--- src/shared/xss_pkg.sv ---
// ===========================================================================
// xss_pkg: constants and carrier types of the extended state save block
// ===========================================================================
// assumes a 32-bit classic Wishbone slave port with byte addresses
package xss_pkg;

    // =======================================================================
    // register byte offsets
    // =======================================================================
    localparam logic [7:0] ADR_PCR    = 8'h00; // primary control register
    localparam logic [7:0] ADR_ECR    = 8'h04; // extension control register
    localparam logic [7:0] ADR_IDENT  = 8'h08; // identification feature word
    localparam logic [7:0] ADR_FM_LO  = 8'h0c; // feature enable mask, low
    localparam logic [7:0] ADR_FM_HI  = 8'h10; // feature enable mask, high
    localparam logic [7:0] ADR_OP_LO  = 8'h14; // component mask operand, low
    localparam logic [7:0] ADR_OP_HI  = 8'h18; // component mask operand, high
    localparam logic [7:0] ADR_CMD    = 8'h1c; // command issue
    localparam logic [7:0] ADR_STATUS = 8'h20; // sticky outcome flags
    localparam logic [7:0] ADR_AREA   = 8'h24; // save region base address
    localparam logic [7:0] ADR_HDR_BV = 8'h28; // image header bitmap
    localparam logic [7:0] ADR_HDR_RS = 8'h2c; // image header must-zero word
    localparam logic [7:0] ADR_IMG0   = 8'h30; // image area, component 0
    localparam logic [7:0] ADR_IMG1   = 8'h34; // image area, component 1
    localparam logic [7:0] ADR_ST0    = 8'h38; // live state, component 0
    localparam logic [7:0] ADR_ST1    = 8'h3c; // live state, component 1
    localparam logic [7:0] ADR_RESULT = 8'h40; // read mask result

    // =======================================================================
    // field positions, sizes and reset values
    // =======================================================================
    localparam int          TS_BIT      = 3;     // task switched flag
    localparam int          OSXE_BIT    = 18;    // os extended state enable
    localparam int          ID_SUP_BIT  = 26;    // save architecture support
    localparam int          ID_OSXE_BIT = 27;    // os enable mirror
    localparam int          NCOMP       = 2;     // defined components
    localparam int          LEGACY_SZ   = 512;   // legacy area bytes
    localparam int          HDR_SZ      = 64;    // header bytes and alignment
    localparam int          ALIGN_BITS  = 6;     // log2 of HDR_SZ
    localparam int          ST_NM       = 0;     // status: device unavailable
    localparam int          ST_GP       = 1;     // status: general protection
    localparam int          ST_DONE     = 2;     // status: op completed
    localparam logic [1:0]  FMASK_RST   = 2'h1;  // bit 0 always enabled
    localparam logic [31:0] COMP_INIT   = 32'h0; // hardware initial value
    localparam logic [31:0] WORD_ZERO   = 32'h0;

    // =======================================================================
    // command codes, written into the low nibble of the command register
    // =======================================================================
    typedef enum logic [3:0] {
        OP_NONE    = 4'h0,
        OP_FPVEC   = 4'h1, // floating point or vector instruction
        OP_CHKSUM  = 4'h2, // checksum_instruction
        OP_BITCNT  = 4'h3, // bit_count_instruction
        OP_HWTSW   = 4'h4, // native hardware task switch
        OP_CLEAR_TASK_SWITCHED_OP    = 4'h5, // clear_task_switched_op
        OP_RDMASK  = 4'h6, // read_mask_op
        OP_WRMASK  = 4'h7, // write_mask_op
        OP_SAVE    = 4'h8, // extended_state_save_op
        OP_RESTORE = 4'h9  // extended_state_restore_op
    } xss_op_t;

    // =======================================================================
    // bus carriers
    // =======================================================================
    typedef struct packed {
        logic        cyc;
        logic        stb;
        logic        we;
        logic [7:0]  adr;
        logic [3:0]  sel;
        logic [31:0] dat;
    } xss_wb_req_t;

    typedef struct packed {
        logic        ack;
        logic [31:0] dat;
    } xss_wb_rsp_t;

endpackage

--- src/verilog/xss_top.sv ---
// ===========================================================================
// xss_top: task switched trap and extended state save/restore control
// ===========================================================================
// assumes a classic Wishbone master in the SYS_CLK domain; the memory image
// (header bitmap, must-zero word, two component areas) is held here as
// registers standing in for the save region.
//
// Rules of the document (RULE5 and RULE6 are os software duties)
// (RULE1) task switched set: fp/vector op faults first
// (RULE2) checksum and bit count never fault
// (RULE3) flag set by write or hardware switch
// (RULE4) clear op clears flag after handler save
// (RULE5) os sets flag by ownership on switch
// (RULE6) handler: save, restore, set owner, clear
// (RULE7) image: 512 legacy, 64 header, components
// (RULE8) ident bit 26 support, 27 os enable
// (RULE9) extension control bit 18 enables feature
// (RULE10) mask readable anywhere, written ring 0 only
// (RULE11) save and restore act on selected components
// (RULE12) save sets saved component bitmap bit
// (RULE13) software editing image sets bitmap bit
// (RULE14) bitmap order equals mask order, two bits
// (RULE15) header and region 64-byte aligned
// (RULE16) bitmap at offset zero, reserved must-zero
// (RULE17) restore: bitmap one loads, zero inits
// (RULE18) zero bitmap bit initialises regardless of image
// (RULE19) unselected component neither loaded nor initialised
// (RULE20) save/restore of fp state faults when flag set
// (RULE21) clearing mask bit 0 gives protection fault
// (RULE22) selected but disabled component stays untouched
//
// Design decisions made here: the register addresses and the Wishbone interface to the registers.
`timescale 1ns/1ps

module xss_top
(
    input  wire logic                 SYS_CLK,
    input  wire logic                 RESETN,
    input  wire xss_pkg::xss_wb_req_t WB_REQ,
    output xss_pkg::xss_wb_rsp_t      WB_RSP,
    output logic                      FAULT_NM,
    output logic                      FAULT_GP
);

    // =======================================================================
    // state
    // =======================================================================
    typedef struct packed {
        logic                ack;
        logic [31:0]         rdat;
        logic                ts;
        logic                osxe;
        logic [1:0]          fmask;
        logic [31:0]         opnd_lo;
        logic [31:0]         opnd_hi;
        logic [31:0]         area;
        logic [1:0]          bitmap;
        logic [31:0]         hdr_rsv;
        logic [1:0][31:0]    img;
        logic [1:0][31:0]    st;
        logic [1:0]          res;
        logic [2:0]          sts;
        logic                nm;
        logic                gp;
    } xss_state_t;

    xss_state_t q;
    xss_state_t d;
    logic             wr_take;
    logic             cmd_wr;
    xss_pkg::xss_op_t cmd_op;
    logic [1:0]       cmd_ring;
    logic [1:0]       sel_en;
    logic             fp_sel;
    logic             region_ok;
    logic [31:0]      hdr_adr;

    // =======================================================================
    // helpers
    // =======================================================================
    // byte-lane merge so partial writes leave other lanes alone
    function automatic logic [31:0] merge(input logic [31:0] old_v,
                                          input logic [31:0] new_v,
                                          input logic [3:0]  sel);
        logic [31:0] r;
        r = old_v;
        for (int i = 0; i < 4; i++)
        begin
            if (sel[i])
                r[i*8 +: 8] = new_v[i*8 +: 8];
        end
        return r;
    endfunction

    // read mux; unmapped offsets and the command word read as zero
    function automatic logic [31:0] rd_word(input xss_state_t s,
                                            input logic [7:0] adr);
        logic [31:0] r;
        r = xss_pkg::WORD_ZERO;
        case (adr)
            xss_pkg::ADR_PCR:    r[xss_pkg::TS_BIT] = s.ts;
            xss_pkg::ADR_ECR:    r[xss_pkg::OSXE_BIT] = s.osxe;
            xss_pkg::ADR_IDENT:
            begin
                r[xss_pkg::ID_SUP_BIT]  = 1'b1;   // [RULE8]
                r[xss_pkg::ID_OSXE_BIT] = s.osxe; // [RULE8] [RULE9]
            end
            xss_pkg::ADR_FM_LO:  r[1:0] = s.fmask;
            xss_pkg::ADR_OP_LO:  r = s.opnd_lo;
            xss_pkg::ADR_OP_HI:  r = s.opnd_hi;
            xss_pkg::ADR_STATUS: r[2:0] = s.sts;
            xss_pkg::ADR_AREA:   r = s.area;
            xss_pkg::ADR_HDR_BV: r[1:0] = s.bitmap;
            xss_pkg::ADR_HDR_RS: r = s.hdr_rsv;
            xss_pkg::ADR_IMG0:   r = s.img[0];
            xss_pkg::ADR_IMG1:   r = s.img[1];
            xss_pkg::ADR_ST0:    r = s.st[0];
            xss_pkg::ADR_ST1:    r = s.st[1];
            xss_pkg::ADR_RESULT: r[1:0] = s.res;
            default:             r = xss_pkg::WORD_ZERO;
        endcase
        return r;
    endfunction

    // =======================================================================
    // request decode
    // =======================================================================
    // a write lands on the edge where the master sees ack
    assign wr_take   = WB_REQ.cyc & WB_REQ.stb & WB_REQ.we & q.ack;
    assign cmd_wr    = wr_take & (WB_REQ.adr == xss_pkg::ADR_CMD)
                       & WB_REQ.sel[0];
    assign cmd_op    = xss_pkg::xss_op_t'(WB_REQ.dat[3:0]);
    assign cmd_ring  = WB_REQ.dat[5:4];
    // only components both selected and enabled are touched
    assign sel_en    = q.opnd_lo[1:0] & q.fmask;        // [RULE11] [RULE22]
    assign fp_sel    = |q.opnd_lo[1:0];                 // [RULE20]
    // header sits right after the legacy area, on a header-size boundary
    assign hdr_adr   = q.area + 32'(xss_pkg::LEGACY_SZ);            // [RULE7]
    assign region_ok = (hdr_adr[xss_pkg::ALIGN_BITS-1:0] == 6'h00); // [RULE15]

    // =======================================================================
    // next state
    // =======================================================================
    always_comb
    begin
        logic [2:0] set_s;
        logic [2:0] clr_s;
        logic       nm_e;
        logic       gp_e;
        d     = q;
        set_s = 3'h0;
        clr_s = 3'h0;
        nm_e  = 1'b0;
        gp_e  = 1'b0;
        d.ack = 1'b0;
        // registered ack: one wait cycle, dropped right after the handshake
        if (WB_REQ.cyc && WB_REQ.stb && !q.ack)
        begin
            d.ack  = 1'b1;
            d.rdat = rd_word(q, WB_REQ.adr);
        end
        if (wr_take)
        begin
            case (WB_REQ.adr)
                xss_pkg::ADR_PCR:
                    if (WB_REQ.sel[0])
                        d.ts = WB_REQ.dat[xss_pkg::TS_BIT];     // [RULE3]
                xss_pkg::ADR_ECR:
                    if (WB_REQ.sel[2])
                        d.osxe = WB_REQ.dat[xss_pkg::OSXE_BIT]; // [RULE9]
                xss_pkg::ADR_OP_LO:
                    d.opnd_lo = merge(q.opnd_lo, WB_REQ.dat, WB_REQ.sel);
                xss_pkg::ADR_OP_HI:
                    d.opnd_hi = merge(q.opnd_hi, WB_REQ.dat, WB_REQ.sel);
                xss_pkg::ADR_STATUS:
                    if (WB_REQ.sel[0])
                        clr_s = WB_REQ.dat[2:0];
                xss_pkg::ADR_AREA:
                    d.area = merge(q.area, WB_REQ.dat, WB_REQ.sel);
                // direct edits of the image by software
                xss_pkg::ADR_HDR_BV:
                    if (WB_REQ.sel[0])
                        d.bitmap = WB_REQ.dat[1:0];             // [RULE13]
                xss_pkg::ADR_HDR_RS:
                    d.hdr_rsv = merge(q.hdr_rsv, WB_REQ.dat, WB_REQ.sel);
                xss_pkg::ADR_IMG0:
                    d.img[0] = merge(q.img[0], WB_REQ.dat, WB_REQ.sel);
                xss_pkg::ADR_IMG1:
                    d.img[1] = merge(q.img[1], WB_REQ.dat, WB_REQ.sel);
                xss_pkg::ADR_ST0:
                    d.st[0] = merge(q.st[0], WB_REQ.dat, WB_REQ.sel);
                xss_pkg::ADR_ST1:
                    d.st[1] = merge(q.st[1], WB_REQ.dat, WB_REQ.sel);
                default: ;
            endcase
        end
        // command execution, resolved in the same edge as the write
        if (cmd_wr)
        begin
            set_s[xss_pkg::ST_DONE] = 1'b1;
            case (cmd_op)
                xss_pkg::OP_FPVEC:
                    nm_e = q.ts;                                // [RULE1]
                // general purpose only: the flag is never consulted
                xss_pkg::OP_CHKSUM, xss_pkg::OP_BITCNT:
                    nm_e = 1'b0;                                // [RULE2]
                xss_pkg::OP_HWTSW:
                    d.ts = 1'b1;                                // [RULE3]
                xss_pkg::OP_CLEAR_TASK_SWITCHED_OP:
                    if (cmd_ring != 2'h0)
                        gp_e = 1'b1;
                    else
                        d.ts = 1'b0;                            // [RULE4]
                xss_pkg::OP_RDMASK:
                    if (!q.osxe)
                        gp_e = 1'b1;
                    else
                        d.res = q.fmask;                        // [RULE10]
                // mask bit 0 must stay one; undefined bits stay zero
                xss_pkg::OP_WRMASK:
                    if (!q.osxe || cmd_ring != 2'h0 || !q.opnd_lo[0]
                        || q.opnd_lo[31:2] != 30'h0
                        || q.opnd_hi != xss_pkg::WORD_ZERO)
                        gp_e = 1'b1;                       // [RULE10] [RULE21]
                    else
                        d.fmask = q.opnd_lo[1:0];               // [RULE14]
                xss_pkg::OP_SAVE:
                    if (!q.osxe || !region_ok)
                        gp_e = 1'b1;                            // [RULE15]
                    else if (q.ts && fp_sel)
                        nm_e = 1'b1;                            // [RULE20]
                    else
                    begin
                        for (int i = 0; i < xss_pkg::NCOMP; i++)
                        begin
                            if (sel_en[i])
                            begin
                                d.img[i]    = q.st[i];          // [RULE11]
                                d.bitmap[i] = 1'b1;             // [RULE12]
                            end
                        end
                    end
                // a dirty must-zero header word refuses the restore
                xss_pkg::OP_RESTORE:
                    if (!q.osxe || !region_ok
                        || q.hdr_rsv != xss_pkg::WORD_ZERO)
                        gp_e = 1'b1;                       // [RULE15] [RULE16]
                    else if (q.ts && fp_sel)
                        nm_e = 1'b1;                            // [RULE20]
                    else
                    begin
                        for (int i = 0; i < xss_pkg::NCOMP; i++)
                        begin
                            // unselected or disabled: left as it is
                            if (sel_en[i])                 // [RULE19] [RULE22]
                                d.st[i] = q.bitmap[i] ? q.img[i]
                                    : xss_pkg::COMP_INIT; // [RULE17] [RULE18]
                        end
                    end
                default: ;
            endcase
        end
        set_s[xss_pkg::ST_NM] = nm_e;
        set_s[xss_pkg::ST_GP] = gp_e;
        // write one to clear; a same-cycle event wins over the clear
        d.sts = (q.sts & ~clr_s) | set_s;
        d.nm  = nm_e;
        d.gp  = gp_e;
    end

    // state register; reset values are constants only
    always_ff @(posedge SYS_CLK or negedge RESETN)
    begin
        if (!RESETN)
        begin
            q         <= '0;
            q.fmask   <= xss_pkg::FMASK_RST;
        end
        else
            q <= d;
    end

    // =======================================================================
    // outputs, all straight from flip-flops
    // =======================================================================
    assign WB_RSP.ack = q.ack;
    assign WB_RSP.dat = q.rdat;
    assign FAULT_NM   = q.nm;
    assign FAULT_GP   = q.gp;
endmodule

--- config.mk ---
export PLATFORM = sky130hd
export DESIGN_NAME = xss_top
export DESIGN_NICKNAME = d
export VERILOG_FILES = /design/src/shared/xss_pkg.sv /design/src/verilog/xss_top.sv
export SDC_FILE = /design/constraint.sdc
export NUM_CORES = 1
export LEC_CHECK = 0
export BUFFER_PORTS_ARGS = -buffer_cell sky130_fd_sc_hd__buf_4
export CELL_PAD_IN_SITES_DETAIL_PLACEMENT = 1
export CELL_PAD_IN_SITES_GLOBAL_PLACEMENT = 1
export CORE_MARGIN = 1
export CORE_UTILIZATION = 54
export DETAILED_ROUTE_END_ITERATION = 10
export MAX_ROUTING_LAYER = met4
export PLACE_DENSITY_LB_ADDON = 0.1
export SLEW_MARGIN = 20
export SYNTH_ARGS = -nofsm -noshare
export SYNTH_HDL_FRONTEND = slang
export SYNTH_SLANG_ARGS = --single-unit
--- constraint.sdc ---
create_clock -name SYS_CLK -period 3.4 [get_ports SYS_CLK]
set_input_delay 0.34 -clock SYS_CLK [delete_from_list [all_inputs] [get_ports SYS_CLK]]
set_output_delay 0.34 -clock SYS_CLK [all_outputs]
set_load 0.05 [all_outputs]
==> flow_summary_export.csv <==
group,metric,value,unit
status,run_status,"finished clean",
logic_synthesis,synth.top_cells.by_area,"dfrtp_1, mux2i_1, mux2_4",
layout,drive_gt1_share,24.38,%
pwr,ir_worst_vdd,0.0002849,V
pwr,power.density,431.1,nW/um^2
route,viasPerCell,6.920,
route,drt_iter0_drc,1437,
placed_design,place_inst,1823,
clock_network,clkTransAtPathRegs,60,ps
timing,tightest_slew,945.2,ps
timing,finalSetupViolations,0,
clock_network,cts_resized,0,
global_route,grt_first_pass_wirelength,89.42,mm
floorplan,start_util,55.42,%
timing,rsz0062_at_grt,"false",
global_route,grt_pass1_vias,13830,
pwr,power_leakage,9.750,nW
route,antenna_left,0,
floorplan,rows,62,
floorplan,core_area,29010,sq um
timing,period_share,81.27,%
route,vias,13050,
logic_synthesis,synth_top_area_share,46.84,%
logic_synthesis,syn_nets,1474,
logic_synthesis,synthFlopType,"dfrtp_1",
global_route,grt_max_degree,96,
setup_path,endpoint_kind,"flop",
clock_network,cts_buffer_depth,3,
route,first_pass_iters,5,
floorplan,die_h,174.6,microns
logic_synthesis,netlist_area,16080,sq um
pwr,seqPwrFrac,46.1,%
logic_synthesis,synth-edff-count,0,
timing,relSlewSlack,36.99,%
timing,finalHoldViolations,0,
setup_path,crit_type,"flop to flop",
layout,final_nets,1526,
pwr,p_switching,0.001839,W
pwr,p_sw_share,23.49,%
floorplan,io_pins,84,
logic_synthesis,yosysSeqAreaShare,47.01,%
pwr,p_int,0.005988,W
logic_synthesis,syn-instance-count,1425,
timing,setup_tns,0,ps
logic_synthesis,ys_seq_elements,302,
setup_path,crit_required,3790,ps
layout,finish.utilization,62.58,%
worst_hold_path,hold_class,"primary input to flop",
timing,skew,18.08,ps
logic_synthesis,yosys_warnings,0,
timing,fmax,361.9,MHz
logic_synthesis,synth.avg_cell_area,11.28,sq um
pwr,comb_power_share,4.9,%
setup_path,arrival,3160,ps
setup_path,crit_fanout,3,
clock_network,cts_tree,"built",
job,drv_cap,0,
route,wirelength,58.71,mm
global_route,grt.total_usage,40.66,%
logic_synthesis,async_reset_ff_share,100.0,%
clock_network,clockRootBuffer,"clkbuf_16",
timing,slew_viol_final,0,
placed_design,gp_congestion,0.9558,
logic_synthesis,synth_area_leader_cell,"dfrtp_1",
route,routedWlPerCell,31.13,microns
layout,instances_no_fill,1886,
global_route,antenna_found_initial,0,
clock_network,clk_latency,530,ps
layout,area_growth,12.92,%
placed_design,place.detailed.hpwl,38.62,mm
global_route,grt_remaining_overflow,0,
clock_network,cts_sinks,302,
setup_path,critPathLaunchType,"flop",
clock_network,cts_htree_levels,2,
pwr,clkPwrFrac,49.0,%
floorplan,die_area,30470,sq um
route,drc_errors,0,
timing,layout_min_cycle_time,2763,ps
placed_design,io_buffers,83,
logic_synthesis,synth.distinct_cells,72,
floorplan,die_w,174.6,microns
clock_network,cts_buffers,35,
[synth_stat cells (10+ instances only)]
library cell and number:
a22o_1 28, nand2_2 12, buf_2 48, a22oi_1 46
clkbuf_1 30, o22ai_1 10, nor3_1 14, mux2_4 56
nand3_1 24, a21oi_1 87, mux2_1 10, nand2_1 132
mux2_2 74, mux2i_1 208, o21ai_0 31, nor4_1 20
dfrtp_1 301, buf_4 38, nor2_1 89
[layout by cell type, fill, tap and decap left out, types with 9 or more instances in the layout]
master,instances
mux2_1,10
a21oi_1,87
buf_4,131
o21ai_0,31
a221oi_1,9
mux2_4,56
nand2_2,12
nor4_1,20
nand3_1,24
nor2_1,89
dfrtp_1,301
a22oi_1,46
a221o_1,9
mux2_2,74
a22o_1,28
clkbuf_16,37
o22ai_1,10
nand2_1,132
nor3_1,13
mux2i_1,208
[power by group through the flow]
stage / Sequential [W] / Combinational, W / Clock, W
2_1_floorplan: 0.00367 / 0.000124 / 0
3_3_place_gp: 0.00367 / 0.000367 / 0
3_5_place_dp: 0.00367 / 0.000372 / 0
4_1_cts: 0.00361 / 0.000376 / 0.00386
5_1_grt: 0.00361 / 0.000402 / 0.00398
6_report: 0.00361 / 0.000382 / 0.00384
[timing repair]
action                                  in CTS  in global routing
hold buffers                                 1                  0
endpoints found under the setup margin       0                  0
buffers inserted                             0                  0
hold endpoints to repair                    88                  0
[critical path: stages (launching register included)]
cell and delay (ps):
dfrtp_1 440, nor4_1 700, nand4_1 190, or2_0 380
or4_1 580, mux2_1 340
[cell families after synthesis]
group / count (synthesis) / share of synthesized area (%)
AO/OA/AOI/OAI: 266 / 11.10
XOR/XNOR: 2 / 0.1090
buffers and inverters: 126 / 4.420
flip-flops: 302 / 47.01
multiplexers: 350 / 24.34
AND/OR/NAND/NOR: 379 / 13.02
[layer usage]
metal / track usage [%] / vias up / share of wire (%)
li1: - / 5345 / -
met1: 53.29 / 6805 / 41
met2: 61.39 / 708 / 46
met3: 7.262 / 193 / 8.5
met4: 18.99 / 0 / 4.5
met5: - / - / 0
[area by class of cell]
cell class | count | area (sq um)
Fill cell | 3024 | 10860
Multi-Input combinational cell | 997 | 7848
Sequential cell | 302 | 7559
Timing Repair Buffer | 138 | 1109
Clock buffer | 52 | 1052
Tap cell | 384 | 480.5
Clock inverter | 9 | 95.09
Inverter | 3 | 11.26
Antenna cell | 1 | 2.502
[registers in the layout, indices dropped and copies added (netlist names)]
register  count
FAULT_GP      1
FAULT_NM      1
WB_RSP       33
q           267
[path summary, 6_finish.rpt]
path | from | endpoint | slack [ps] | depth (start not counted)
worst max-delay path | q[242] | q[266] | 640 | 5
worst min-delay path | WB_REQ[10] | q[211] | 120 | 2
worst max register to register | q[242] | q[266] | 640 | 5
worst min register to register | WB_RSP[8] | WB_RSP[8] | 460 | 2
max in group asynchronous | RESETN | WB_RSP[6] | 1960 | 3
min in group asynchronous | RESETN | q[37] | 470 | 2
[per-stage QoR]
stage | cell area, sq um | setup slack (ps) | power [W] | hold WS, ps
global route | 18150 | 629.1 | 0.007987 | 128.5
finish | 18160 | 636.9 | 0.007826 | 122.7
global placement | 17000 | 700.7 | 0.004040 | 447.4
detailed placement | 17000 | 565.5 | 0.004046 | 446.2
CTS | 18150 | 758.8 | 0.007844 | 116.8
floorplan | 16080 | 1391 | 0.003795 | 44.41
Note: power is estimated with default switching activity, not from simulation.
